`src/verilog/dsw_pkg.sv`:
```
// constants shared by the decrement, skip, jump and watchdog-kick execute block
// assumes a 14-bit instruction word and an 8-bit data path
package dsw_pkg;
    localparam int unsigned DSW_INSTR_W     = 14;
    localparam int unsigned DSW_DATA_W      = 8;
    localparam int unsigned DSW_FADDR_W     = 7;
    localparam int unsigned DSW_PC_W        = 13;
    localparam int unsigned DSW_JUMP_W      = 11;
    localparam int unsigned DSW_REG_COUNT   = 128;
    localparam int unsigned DSW_AV_ADDR_W   = 4;
    localparam int unsigned DSW_AV_DATA_W   = 32;

    // opcode patterns, destination bit and the latch bits used by jump
    localparam logic [13:0] DSW_KICK_CODE   = 14'h0064;
    localparam logic [5:0]  DSW_DEC_CODE    = 6'h03;
    localparam logic [5:0]  DSW_DECSZ_CODE  = 6'h0B;
    localparam logic [2:0]  DSW_JUMP_CODE   = 3'h5;
    localparam int unsigned DSW_DEST_BIT    = 7;
    localparam int unsigned DSW_LATCH_HI    = 4;
    localparam int unsigned DSW_LATCH_LO    = 3;

    // values and reset values
    localparam logic [7:0]  DSW_ONE         = 8'h01;
    localparam logic [7:0]  DSW_BYTE_ZERO   = 8'h00;
    localparam logic [7:0]  DSW_BYTE_FULL   = 8'hFF;
    localparam logic [12:0] DSW_PC_RESET    = 13'h0000;
    localparam logic [12:0] DSW_PC_STEP     = 13'h0001;

    // register word addresses
    localparam logic [3:0]  DSW_REG_LATCH   = 4'h0;
    localparam logic [3:0]  DSW_REG_STATUS  = 4'h1;
    localparam logic [3:0]  DSW_REG_WORK    = 4'h2;
    localparam logic [3:0]  DSW_REG_PC      = 4'h3;
    localparam logic [3:0]  DSW_REG_WDOG    = 4'h4;
    localparam logic [3:0]  DSW_REG_FINDEX  = 4'h5;
    localparam logic [3:0]  DSW_REG_FDATA   = 4'h6;

    // status register bit positions and the prescaler position in the watchdog word
    localparam int unsigned DSW_ST_ZERO     = 0;
    localparam int unsigned DSW_ST_SLEEP    = 1;
    localparam int unsigned DSW_ST_EXPIRY   = 2;
    localparam int unsigned DSW_ST_FLUSH    = 3;
    localparam int unsigned DSW_WD_PRE_LSB  = 8;

    typedef enum logic [2:0] {
        DSW_OP_NONE,
        DSW_OP_KICK,
        DSW_OP_DEC,
        DSW_OP_DECSZ,
        DSW_OP_JUMP
    } dsw_op_e;

    typedef enum logic {
        DSW_ST_EXEC,
        DSW_ST_FLUSHING
    } dsw_state_e;
endpackage : dsw_pkg

```
`src/verilog/dsw_core.sv`:
```
// execute block for watchdog kick, decrement, decrement-skip and jump
// assumes an outside fetch stage presenting one instruction per cycle with a valid,
// and an Avalon-MM master reaching the registers
//
// Chosen here: register access over Avalon-MM and the register offsets.
`timescale 1ns/1ps
`default_nettype none

module dsw_core
    import dsw_pkg::*;
(
    // clock and reset
    input  wire logic                     i_core_clk,
    input  wire logic                     i_sys_rst,
    // instruction stream
    input  wire logic [DSW_INSTR_W-1:0]   i_instr,
    input  wire logic                     i_instr_valid,
    input  wire logic                     i_sleep_enter,
    // avalon-mm slave
    input  wire logic [DSW_AV_ADDR_W-1:0] i_avs_address,
    input  wire logic                     i_avs_read,
    input  wire logic                     i_avs_write,
    input  wire logic [DSW_AV_DATA_W-1:0] i_avs_writedata,
    output logic      [DSW_AV_DATA_W-1:0] o_avs_readdata,
    output logic                          o_avs_waitrequest,
    // core state
    output logic      [DSW_PC_W-1:0]      o_pc,
    output logic      [DSW_DATA_W-1:0]    o_work,
    output logic                          o_zero_flag,
    output logic                          o_watchdog_expiry_flag,
    output logic                          o_sleep_entry_flag,
    output logic      [DSW_DATA_W-1:0]    o_watchdog_counter,
    output logic      [DSW_DATA_W-1:0]    o_watchdog_prescaler,
    output logic                          o_flush
);

    logic [DSW_DATA_W-1:0]  data_regs [DSW_REG_COUNT];
    logic [DSW_DATA_W-1:0]  pc_upper_latch;
    logic [DSW_FADDR_W-1:0] findex;
    dsw_state_e             state;
    dsw_op_e                op;
    logic                   exec;
    logic [DSW_FADDR_W-1:0] faddr;
    logic                   dest_reg;
    logic [DSW_DATA_W-1:0]  dec_result;
    logic                   dec_zero;
    logic                   bus_take;
    logic [DSW_PC_W-1:0]    jump_target;

    // instruction classifier
    function automatic dsw_op_e decode_op(input logic [DSW_INSTR_W-1:0] word);
        dsw_op_e kind;
        kind = DSW_OP_NONE;
        if (word == DSW_KICK_CODE) begin
            kind = DSW_OP_KICK;
        end else if (word[DSW_INSTR_W-1 -: $bits(DSW_DEC_CODE)] == DSW_DEC_CODE) begin
            kind = DSW_OP_DEC;
        end else if (word[DSW_INSTR_W-1 -: $bits(DSW_DECSZ_CODE)] == DSW_DECSZ_CODE) begin
            kind = DSW_OP_DECSZ;
        end else if (word[DSW_INSTR_W-1 -: $bits(DSW_JUMP_CODE)] == DSW_JUMP_CODE) begin
            kind = DSW_OP_JUMP;
        end
        return kind;
    endfunction : decode_op

    // decode and operand fetch; flushed slot executes nothing
    assign exec        = i_instr_valid && (state == DSW_ST_EXEC);
    assign op          = exec ? decode_op(i_instr) : DSW_OP_NONE;
    assign faddr       = i_instr[DSW_FADDR_W-1:0];
    assign dest_reg    = i_instr[DSW_DEST_BIT];
    assign dec_result  = data_regs[faddr] - DSW_ONE;
    assign dec_zero    = (dec_result == DSW_BYTE_ZERO);
    assign jump_target = {pc_upper_latch[DSW_LATCH_HI:DSW_LATCH_LO],
                          i_instr[DSW_JUMP_W-1:0]};
    assign bus_take    = (i_avs_read || i_avs_write) && !o_avs_waitrequest;

    // sequencing: jump and taken skip spend one more cycle on a discarded word
    always_ff @(posedge i_core_clk or posedge i_sys_rst) begin
        if (i_sys_rst) begin
            state   <= DSW_ST_EXEC;
            o_flush <= 1'b0;
        end else begin
            unique case (state)
                DSW_ST_EXEC: begin
                    if (op == DSW_OP_JUMP || (op == DSW_OP_DECSZ && dec_zero)) begin
                        state   <= DSW_ST_FLUSHING;
                        o_flush <= 1'b1;
                    end else begin
                        o_flush <= 1'b0;
                    end
                end
                DSW_ST_FLUSHING: begin
                    state   <= DSW_ST_EXEC;
                    o_flush <= 1'b0;
                end
            endcase
        end
    end

    // program counter
    always_ff @(posedge i_core_clk or posedge i_sys_rst) begin
        if (i_sys_rst) begin
            o_pc <= DSW_PC_RESET;
        end else if (op == DSW_OP_JUMP) begin
            o_pc <= jump_target;
        end else if (exec || state == DSW_ST_FLUSHING) begin
            o_pc <= o_pc + DSW_PC_STEP;
        end
    end

    // working register
    always_ff @(posedge i_core_clk or posedge i_sys_rst) begin
        if (i_sys_rst) begin
            o_work <= DSW_BYTE_ZERO;
        end else if ((op == DSW_OP_DEC || op == DSW_OP_DECSZ) && !dest_reg) begin
            o_work <= dec_result;
        end
    end

    // zero flag, touched only by plain decrement
    always_ff @(posedge i_core_clk or posedge i_sys_rst) begin
        if (i_sys_rst) begin
            o_zero_flag <= 1'b0;
        end else if (op == DSW_OP_DEC) begin
            o_zero_flag <= dec_zero;
        end
    end

    // status flags; kick wins over a sleep entry in the same cycle
    always_ff @(posedge i_core_clk or posedge i_sys_rst) begin
        if (i_sys_rst) begin
            o_watchdog_expiry_flag <= 1'b1;
            o_sleep_entry_flag     <= 1'b1;
        end else if (op == DSW_OP_KICK) begin
            o_watchdog_expiry_flag <= 1'b1;
            o_sleep_entry_flag     <= 1'b1;
        end else begin
            if (i_sleep_enter) begin
                o_sleep_entry_flag <= 1'b0;
            end
            if (o_watchdog_counter == DSW_BYTE_FULL && o_watchdog_prescaler == DSW_BYTE_FULL) begin
                o_watchdog_expiry_flag <= 1'b0;
            end
        end
    end

    // watchdog prescaler and counter
    always_ff @(posedge i_core_clk or posedge i_sys_rst) begin
        if (i_sys_rst) begin
            o_watchdog_counter   <= DSW_BYTE_ZERO;
            o_watchdog_prescaler <= DSW_BYTE_ZERO;
        end else if (op == DSW_OP_KICK) begin
            o_watchdog_counter   <= DSW_BYTE_ZERO;
            o_watchdog_prescaler <= DSW_BYTE_ZERO;
        end else begin
            o_watchdog_prescaler <= o_watchdog_prescaler + DSW_ONE;
            if (o_watchdog_prescaler == DSW_BYTE_FULL) begin
                o_watchdog_counter <= o_watchdog_counter + DSW_ONE;
            end
        end
    end

    // data register file; core write-back wins over a bus write
    always_ff @(posedge i_core_clk) begin
        if ((op == DSW_OP_DEC || op == DSW_OP_DECSZ) && dest_reg) begin
            data_regs[faddr] <= dec_result;
        end else if (bus_take && i_avs_write && i_avs_address == DSW_REG_FDATA) begin
            data_regs[findex] <= i_avs_writedata[DSW_DATA_W-1:0];
        end
    end

    // software-written latch and file index
    always_ff @(posedge i_core_clk or posedge i_sys_rst) begin
        if (i_sys_rst) begin
            pc_upper_latch <= DSW_BYTE_ZERO;
            findex         <= '0;
        end else if (bus_take && i_avs_write) begin
            if (i_avs_address == DSW_REG_LATCH) begin
                pc_upper_latch <= i_avs_writedata[DSW_DATA_W-1:0];
            end
            if (i_avs_address == DSW_REG_FINDEX) begin
                findex <= i_avs_writedata[DSW_FADDR_W-1:0];
            end
        end
    end

    // bus handshake: one wait cycle, read data captured beside it
    always_ff @(posedge i_core_clk or posedge i_sys_rst) begin
        if (i_sys_rst) begin
            o_avs_waitrequest <= 1'b1;
            o_avs_readdata    <= '0;
        end else begin
            o_avs_waitrequest <= !((i_avs_read || i_avs_write) && o_avs_waitrequest);
            if (i_avs_read && o_avs_waitrequest) begin
                unique case (i_avs_address)
                    DSW_REG_LATCH:  o_avs_readdata <= {24'h000000, pc_upper_latch};
                    DSW_REG_STATUS: o_avs_readdata <= {28'h0000000, o_flush, o_watchdog_expiry_flag,
                                                       o_sleep_entry_flag, o_zero_flag};
                    DSW_REG_WORK:   o_avs_readdata <= {24'h000000, o_work};
                    DSW_REG_PC:     o_avs_readdata <= {19'h00000, o_pc};
                    DSW_REG_WDOG:   o_avs_readdata <= {16'h0000, o_watchdog_prescaler, o_watchdog_counter};
                    DSW_REG_FINDEX: o_avs_readdata <= {25'h0000000, findex};
                    DSW_REG_FDATA:  o_avs_readdata <= {24'h000000, data_regs[findex]};
                    default:        o_avs_readdata <= '0;
                endcase
            end
        end
    end

    // checks
    property p_kick_clears_counter;
        @(posedge i_core_clk) disable iff (i_sys_rst)
        (op == DSW_OP_KICK) |=> (o_watchdog_counter == DSW_BYTE_ZERO);
    endproperty
    a_kick_clears_counter: assert property (p_kick_clears_counter)
        else $error("counter not cleared by kick");

    property p_kick_clears_prescaler;
        @(posedge i_core_clk) disable iff (i_sys_rst)
        (op == DSW_OP_KICK) |=> (o_watchdog_prescaler == DSW_BYTE_ZERO) && $stable(o_zero_flag);
    endproperty
    a_kick_clears_prescaler: assert property (p_kick_clears_prescaler)
        else $error("prescaler not cleared by kick");

    property p_kick_sets_flags;
        @(posedge i_core_clk) disable iff (i_sys_rst)
        (op == DSW_OP_KICK) |=> o_watchdog_expiry_flag && o_sleep_entry_flag && !o_flush;
    endproperty
    a_kick_sets_flags: assert property (p_kick_sets_flags)
        else $error("kick did not set both flags");

    property p_dec_zero_flag;
        @(posedge i_core_clk) disable iff (i_sys_rst)
        (op == DSW_OP_DEC) |=> (o_zero_flag == ($past(dec_result) == DSW_BYTE_ZERO));
    endproperty
    a_dec_zero_flag: assert property (p_dec_zero_flag)
        else $error("zero flag wrong after decrement");

    property p_dec_to_work;
        @(posedge i_core_clk) disable iff (i_sys_rst)
        ((op == DSW_OP_DEC || op == DSW_OP_DECSZ) && !dest_reg) |=> (o_work == $past(data_regs[faddr]) - DSW_ONE);
    endproperty
    a_dec_to_work: assert property (p_dec_to_work)
        else $error("working register not loaded with decrement");

    property p_decsz_keeps_status;
        @(posedge i_core_clk) disable iff (i_sys_rst)
        (op == DSW_OP_DECSZ) |=> $stable(o_zero_flag) && $stable(o_watchdog_expiry_flag);
    endproperty
    a_decsz_keeps_status: assert property (p_decsz_keeps_status)
        else $error("decrement-skip changed a status flag");

    property p_skip_flush;
        @(posedge i_core_clk) disable iff (i_sys_rst)
        (op == DSW_OP_DECSZ) |=> (o_flush == $past(dec_zero)) ##1 !o_flush;
    endproperty
    a_skip_flush: assert property (p_skip_flush)
        else $error("skip did not flush exactly one slot");

    property p_jump_target;
        @(posedge i_core_clk) disable iff (i_sys_rst)
        (op == DSW_OP_JUMP) |=> (o_pc[DSW_JUMP_W-1:0] == $past(i_instr[DSW_JUMP_W-1:0]));
    endproperty
    a_jump_target: assert property (p_jump_target)
        else $error("jump target not loaded");

    property p_jump_two_cycles;
        @(posedge i_core_clk) disable iff (i_sys_rst)
        (op == DSW_OP_JUMP) |=> o_flush && (op == DSW_OP_NONE) && $stable(o_zero_flag) ##1 !o_flush;
    endproperty
    a_jump_two_cycles: assert property (p_jump_two_cycles)
        else $error("jump did not take two cycles");

    property p_bus_one_wait;
        @(posedge i_core_clk) disable iff (i_sys_rst)
        ((i_avs_read || i_avs_write) && o_avs_waitrequest) |=> !o_avs_waitrequest ##1 o_avs_waitrequest;
    endproperty
    a_bus_one_wait: assert property (p_bus_one_wait)
        else $error("bus answer not after one wait cycle");

    property p_jump_upper_bits;
        @(posedge i_core_clk) disable iff (i_sys_rst)
        (op == DSW_OP_JUMP) |=> (o_pc[DSW_PC_W-1:DSW_JUMP_W] == $past(pc_upper_latch[DSW_LATCH_HI:DSW_LATCH_LO]));
    endproperty
    a_jump_upper_bits: assert property (p_jump_upper_bits)
        else $error("jump upper pc bits not taken from latch");

    property p_dec_writes_file;
        @(posedge i_core_clk) disable iff (i_sys_rst)
        ((op == DSW_OP_DEC || op == DSW_OP_DECSZ) && dest_reg) |=> (data_regs[$past(faddr)] == $past(dec_result));
    endproperty
    a_dec_writes_file: assert property (p_dec_writes_file)
        else $error("decrement result not written back to register");

    property p_dec_wraps;
        @(posedge i_core_clk) disable iff (i_sys_rst)
        ((op == DSW_OP_DEC || op == DSW_OP_DECSZ) && !dest_reg && (data_regs[faddr] == DSW_BYTE_ZERO))
            |=> (o_work == DSW_BYTE_FULL);
    endproperty
    a_dec_wraps: assert property (p_dec_wraps)
        else $error("decrement of zero did not wrap");

    property p_skip_not_taken;
        @(posedge i_core_clk) disable iff (i_sys_rst)
        (op == DSW_OP_DECSZ && !dec_zero) |=> !o_flush && (o_pc == $past(o_pc) + DSW_PC_STEP);
    endproperty
    a_skip_not_taken: assert property (p_skip_not_taken)
        else $error("nonzero skip result did not run on");

    property p_flush_slot_ignored;
        @(posedge i_core_clk) disable iff (i_sys_rst)
        o_flush |=> (o_pc == $past(o_pc) + DSW_PC_STEP) && $stable(o_work) && $stable(o_zero_flag);
    endproperty
    a_flush_slot_ignored: assert property (p_flush_slot_ignored)
        else $error("flushed slot was not a no-op");

    property p_sleep_clears;
        @(posedge i_core_clk) disable iff (i_sys_rst)
        (i_sleep_enter && op != DSW_OP_KICK) |=> !o_sleep_entry_flag;
    endproperty
    a_sleep_clears: assert property (p_sleep_clears)
        else $error("sleep entry did not clear its flag");

    property p_expiry_clears;
        @(posedge i_core_clk) disable iff (i_sys_rst)
        (op != DSW_OP_KICK && o_watchdog_counter == DSW_BYTE_FULL && o_watchdog_prescaler == DSW_BYTE_FULL)
            |=> !o_watchdog_expiry_flag;
    endproperty
    a_expiry_clears: assert property (p_expiry_clears)
        else $error("watchdog expiry did not clear its flag");

endmodule : dsw_core

`default_nettype wire

```
`config.mk`:
```
export PLATFORM = sky130hd
export DESIGN_NAME = dsw_core
export DESIGN_NICKNAME = d
export VERILOG_FILES = /design/src/verilog/dsw_pkg.sv /design/src/verilog/dsw_core.sv
export SDC_FILE = /design/constraint.sdc
export NUM_CORES = 1
export LEC_CHECK = 0
export BUFFER_PORTS_ARGS = -buffer_cell sky130_fd_sc_hd__buf_2
export CAP_MARGIN = 20
export CORE_UTILIZATION = 45
export DETAILED_ROUTE_END_ITERATION = 6
export PLACE_DENSITY = 0.6
export SYNTH_ARGS = -nofsm -noshare
export SYNTH_HDL_FRONTEND = slang
export SYNTH_SLANG_ARGS = --single-unit
```
`constraint.sdc`:
```
create_clock -name i_core_clk -period 9.39 [get_ports i_core_clk]
set_clock_uncertainty 0.05 [all_clocks]
set_input_delay 0.939 -clock i_core_clk [delete_from_list [all_inputs] [get_ports i_core_clk]]
set_output_delay 0.939 -clock i_core_clk [all_outputs]
set_load 0.01 [all_outputs]
```
==> impl_metrics.yaml, run 1 <==
clock_tree:
  cts_tree: "yes"
  clk_latency_ps: 710
  postCtsHoldBufs: 0
  cts_root_buffer: "clkbuf_16"
  cts_made_buffers: 114
  clk_pin_slew_ps: 60
  clock-sinks: 1097
  cts_buffer_depth: 3
  cts_setup_buffers: 0
  h-tree-depth: 3
  cts_resized: 0
sta:
  clock.fmax_mhz: 151.7
  tns_ps: 0
  whs_ps: 339.8
  slew_headroom_pct: 13.68
  rsz0062_at_grt: "no"
  hold_viol_final: 0
  min_period_over_period_pct: 70.21
  max_slew.worst_pin.slew_ps: 1262
  period_needed_ps: 6593
  maxSlewViolCount: 0
  setup_violations: 0
hold_path:
  holdPathStages: 2
  min_to: "o_avs_waitrequest"
  hp-start: "i_avs_write"
  hold_path_class: "in -> reg"
critical_path:
  path_class: "in -> reg"
  r2r_start: "data_regs[57][2]"
  path_cells: "buf_2 > nand2_1 > a2111oi_0 > a2111oi_0 > nor4_1 > nor2_1 > nand3_1 > xor2_1 > mux2_4 > buf_4"
  cp.required_ps: 9780
  reg2reg_depth: 10
  endpoint_kind: "flop"
  reg2reg_to: "data_regs[112][6]"
  start_kind: "input port"
  critPathArrivalTime_ps: 6980
  r2r_slack_ps: 4090
  crit_slowest_cell: "a2111oi_0"
  crit_path_frequent_cell: "a2111oi_0"
  cp_slowest_stage_delay_ps: 1190
  critPathMaxFanout: 87
layout:
  fin_util_pct: 50.23
  drive_gt1_share_pct: 31.14
  layout.nets: 2951
  syn_to_final_growth_pct: 10.77
  stdcell_area_um2: 58290
  fin_cells: 4505
drt:
  drt_wl_total_mm: 156.9
  drtPass1Iterations: 7
  via_per_inst: 6.686
  post-route-drc-count: 7
  post_drt_wl_per_cell_um: 34.82
  drt-initial-drc-count: 3500
  vias: 30120
  ant_nets: 0
floorplan:
  die_y_um: 344.0
  core_area_um2: 116000
  io_pins: 130
  fp.dieW_um: 344.0
  num_rows: 125
  floorplan.initialDensity_pct: 45.35
  die_area_um2: 118300
place:
  place.gp.congestion: 0.9196
  io_buffers: 89
  place_hpwl_mm: 101.7
  dp.cells: 4290
  placed_area_um2: 54550
synth:
  avgSynthCellArea_um2: 18.74
  ys_warn_count: 0
  ys.flop_type: "edfxtp_1"
  synth_edf_count: 1024
  seq_area_frac_synth_pct: 61.91
  synthCells: 2808
  synth-async-reset-ratio_pct: 6.655
  synth_seq_cells: 1097
  synth_cell_types: 79
  synth_area_um2: 52620
job:
  maxCapViolCount: 0
pwr:
  leakage_nw: 18.62
  power_density_nw_per_um2: 216.7
  peakVddDrop_mv: 0.1563
outcome:
  violations: "DRC"
  status: "finished, violations left"
grt:
  grt_pass1_vias: 29990
  grt.total_usage_pct: 26.70
  antenna_found_initial: 9
  grt_max_degree: 129
  grt_pass1_wl_mm: 222.6
  overflow: 0
cells in the mapped netlist (6+ instances only):
cell / n / share of area, %
and3_1: 11 / 0.13
nand3_1: 47 / 0.45
edfxtp_1: 1024 / 58
mux4_1: 48 / 2.4
o31ai_1: 6 / 0.086
nor2_1: 192 / 1.4
buf_4: 28 / 0.40
a21oi_1: 56 / 0.53
buf_1: 20 / 0.14
nor2b_1: 21 / 0.25
mux2_2: 39 / 0.83
mux2i_1: 133 / 2.5
a31oi_1: 8 / 0.095
a22oi_1: 37 / 0.53
mux4_2: 514 / 22
a211oi_1: 6 / 0.086
dfrtp_1: 70 / 3.3
buf_6: 19 / 0.41
buf_2: 42 / 0.40
nand2_1: 131 / 0.93
a22o_1: 22 / 0.37
clkbuf_1: 95 / 0.68
nor4_1: 7 / 0.083
nand2b_1: 13 / 0.15
inv_1: 8 / 0.057
o221ai_1: 7 / 0.12
nand3b_1: 8 / 0.11
and2_1: 8 / 0.095
nor3_1: 8 / 0.076
o21ai_0: 47 / 0.45
o22ai_1: 20 / 0.24
buf_12: 8 / 0.30
xor2_1: 11 / 0.18
power by group:
group / internal [mW] / switching (mW)
Sequential: 5.66 / 0.165
Clock: 2.58 / 1.88
Combinational: 0.959 / 1.38
Total: 9.20 / 3.43
metrics by stage:
| stage | total power, mW | setup slack, ps |
|---|---|---|
| global route | 12.96 | 2729 |
| CTS | 12.66 | 3125 |
| global placement | 8.198 | 2559 |
| finish | 12.63 | 2797 |
| floorplan | 7.400 | 1971 |
| detailed placement | 8.248 | 2394 |
worst max-delay path: cells and delay by family:
kind	cells	cell delay [ps]
simple gates	4	1940
compound gates	2	1490
buf+inv	2	1330
mux	1	880
xor+xnor	1	310
worst max-delay path by stage:
stage / start / cells past startpoint / endpoint / slack [ps]
2_1_floorplan: i_instr[0] / 13 / data_regs[0][5] / 1970
3_3_place_gp: i_instr[0] / 12 / data_regs[76][7] / 2560
3_5_place_dp: i_instr[0] / 12 / data_regs[107][6] / 2390
4_1_cts: i_instr[0] / 12 / data_regs[87][7] / 3120
5_1_grt: i_instr[0] / 12 / data_regs[105][6] / 2730
6_report: i_instr[3] / 10 / data_regs[112][6] / 2800
kinds of logic (layout without fill, tap and decap cells):
kind of cell	count (synthesis)	count (layout)	synth area share (%)
flops	1097	1097	61.91
buf+inv	232	389	2.615
xor+xnor	17	17	0.2972
other cells	1	17	0.007126
fa+ha+maj	5	5	0.1189
mux	735	735	27.81
compound gates	254	254	3.269
simple gates	467	467	3.975
state kept, by name, summed over array words and instances, names as in the netlist:
register	count
data_regs	1024
findex	7
o_avs_readdata	16
o_avs_waitrequest	1
o_pc	13
o_sleep_entry_flag	1
o_watchdog_counter	8
o_watchdog_expiry_flag	1
o_watchdog_prescaler	8
o_work	8
o_zero_flag	1
pc_upper_latch	8
state	1
metal layers:
metal  vias up  GRT usage, %  share of wire [%]
met2      1614         42.18                 47
met1     16120         36.46                 39
met4         8         10.43                4.1
li1      12050             -                  -
met3       332         5.688                9.6
met5         -             0              0.041
layout by cell type, fill, tap and decap left out, drive strengths merged, types with 20 or more instances in the layout:
cell type,instances
a22o,22
a21oi,56
mux4,563
o21ai,50
clkbuf,144
a22oi,37
edfxtp,1024
buf,171
nor2b,21
clkinv,50
nand2,131
nor2,192
o22ai,20
dfrtp,70
mux2,39
mux2i,133
nand3,47
area by class of cell:
class,count,area [um^2]
sequential,1097,32600
multi-input combinational,1494,18840
inverter,9,33.78
tap,1524,1907
antenna,1,2.502
clock buffer,141,2997
timing repair buffer,174,1287
clock inverter,65,628.1
fill,9305,57760
(Power assumes the default switching activity.)
==> run 2: changes to the inputs <==
- PLACE_DENSITY: 0.6 -> 0.62
- clock period: 9.39 -> 5.3 ns (I/O delays scaled with it)
==> run 2 against run 1 <==
  * The run now ends clean
  * Worst hold slack got worse by 300 ps
  * Total power increased by 81%
  * Worst setup slack got worse by 1800 ps
  * Register-to-register slack got worse by 3100 ps
  * Combinational power increased by 83%
  * Routed wire length increased by 1.4%
  * Global-route usage increased by 0.40 points
  * Die area unchanged
  * Highest routed layer is now met4
==> impl_metrics.yaml, run 2 (synthesis results as in run 1) <==
pwr:
  power_switching_share_pct: 26.85
  intPower_mw: 16.71
  power_mw: 22.85
  p_seq_share_pct: 45.3
  p_switching_mw: 6.135
  peakVddDrop_mv: 0.2752
  power_density_nw_per_um2: 380.0
  p_clk_share_pct: 36.0
  combPwrFrac_pct: 18.7
  leakage_nw: 19.78
critical_path:
  critPathArrivalTime_ps: 4730
  path_cells: "buf_8 > buf_12 > mux2i_1 > a22o_1 > a2111oi_0 > a2111oi_0 > nor4_1 > nor2_1 > buf_4 > nand3_1 > xor2_1 > mux2_4 > buf_4"
  cp_slowest_stage_delay_ps: 740
  endpoint_kind: "flop"
  path_class: "in -> reg"
  crit_path_start: "i_instr[0]"
  crit_slowest_cell: "a2111oi_0"
  critPathMaxFanout: 72
  r2r_start: "findex[0]"
  start_kind: "input port"
  cp.required_ps: 5700
sta:
  max_slew.worst_pin.slew_ps: 1117
  clock.fmax_mhz: 231.0
  rsz0062_at_grt: "no"
  maxSlewViolCount: 0
  slew_headroom_pct: 24.72
  tns_ps: 0
  period_needed_ps: 4329
  setup_violations: 0
  min_period_over_period_pct: 81.67
  hold_viol_final: 0
layout:
  top_register: "data_regs"
  drive_gt1_share_pct: 35.54
  ff_latch_area_um2: 32600
  layout.nets: 3134
  mostFrequentLayoutCells: "edfxtp_1 (1,024), mux4_2 (514), buf_4 (230), nor2_1 (190), mux2i_1 (133)"
  syn_to_final_growth_pct: 14.27
  top_regs: "data_regs (1024), o_avs_readdata (16), o_pc (13)"
  final_common_cell: "edfxtp_1"
  fill_cells: 9189
  multi_input_area_um2: 18810
  largest_register_ffs: 1024
floorplan:
  core_area_um2: 116000
  die_y_um: 344.0
  io_pins: 130
  num_rows: 125
  floorplan.initialDensity_pct: 45.35
  die_area_um2: 118300
  fp.dieW_um: 344.0
clock_tree:
  clk_pin_slew_ps: 60
  cts_root_buffer: "clkbuf_16"
  cts_made_buffers: 112
  clock-sinks: 1097
  cts_tree: "yes"
  cts_resized: 0
  cts_buffer_depth: 3
  cts_setup_buffers: 0
  h-tree-depth: 3
  clk_latency_ps: 710
  postCtsHoldBufs: 2
hold_path:
  hold_path_class: "in -> async"
grt:
  antenna_found_initial: 6
  grt.total_usage_pct: 27.10
  grt_pass1_wl_mm: 227.1
  grt_pass1_vias: 31190
  grtUsageMet2_pct: 42.65
  grt_max_degree: 89
  overflow: 0
  top_usage_layer: "met2"
  globalRouteMet1Util_pct: 37.82
  gr-usage-met3_pct: 4.712
drt:
  drtPass1Iterations: 6
  via_per_inst: 6.615
  post_drt_wl_per_cell_um: 33.87
  drt_wl_total_mm: 159.1
  ant_nets: 0
  vias: 31080
  drt-initial-drc-count: 3842
  post-route-drc-count: 0
outcome:
  status: "complete, no violations"
place:
  place.gp.congestion: 0.8950
  place_hpwl_mm: 107.0
  io_buffers: 89
job:
  maxCapViolCount: 0
run 2: changes by cell type in the layout (fill, tap and decap cells not counted), sizes merged:
cell         delta
inv             +5
dlygate4sd3     +2
clkbuf          -2
clkinv          -4
clkinvlp        +2
buf           +185
bufinv          +3
diode           +2
run 2: area by class of cell:
cell class | instances | share of cell area, %
Sequential cell | 1097 | 54.21
Multi-Input combinational cell | 1494 | 31.28
Clock buffer | 141 | 5.117
Timing Repair Buffer | 359 | 4.913
Tap cell | 1524 | 3.171
Clock inverter | 71 | 1.251
Inverter | 9 | 0.05618
Antenna cell | 3 | 0.01248
run 2: layer usage:
layer	wire length, um	part of all wire (%)
met1	61660	39
met2	75400	47
met3	15610	9.8
met4	6460	4.1
met5	0	0
run 2: power by group through the flow:
stage | registers (mW) | logic, mW | clock network [mW]
after global placement | 10.5 | 4.16 | 0
after CTS | 10.3 | 4.26 | 8.32
after global routing | 10.4 | 4.47 | 8.62
after floorplan | 10.4 | 2.70 | 0
after detailed placement | 10.5 | 4.26 | 0
final | 10.3 | 4.28 | 8.22
run 2: metrics by stage:
step / hold WS, ps / std cells / cell area, um^2 / utilization [%] / setup WS (ps)
6_report: 42.14 / 4698 / 60130 / 51.82 / 971.4
5_1_grt: 39.93 / 4695 / 60130 / 51.81 / 770.8
4_1_cts: 8.189 / 4693 / 60110 / 51.80 / 1062
3_5_place_dp: 417.8 / 4479 / 56260 / 48.48 / 329.5
3_3_place_gp: 408.4 / 4479 / 56260 / 48.48 / 417.5
2_1_floorplan: 425.3 / 2823 / 52720 / - / 17.53
run 2: final timing paths:
kind	slack [ps]	cells after the start	endpoint
worst max-delay path	970	13	data_regs[80][6]
worst min-delay path	40	3	o_watchdog_counter[6]
worst max register to register	1010	7	o_avs_readdata[3]
worst min register to register	430	2	o_avs_readdata[8]
max in group asynchronous	4410	3	findex[0]
min in group i_core_clk	50	3	o_sleep_entry_flag
run 2: critical path: cells and delay by family:
kind	cells	cell delay (ps)
compound gates	3	1240
xor+xnor	1	290
buf+inv	4	1440
mux	2	420
simple gates	3	740
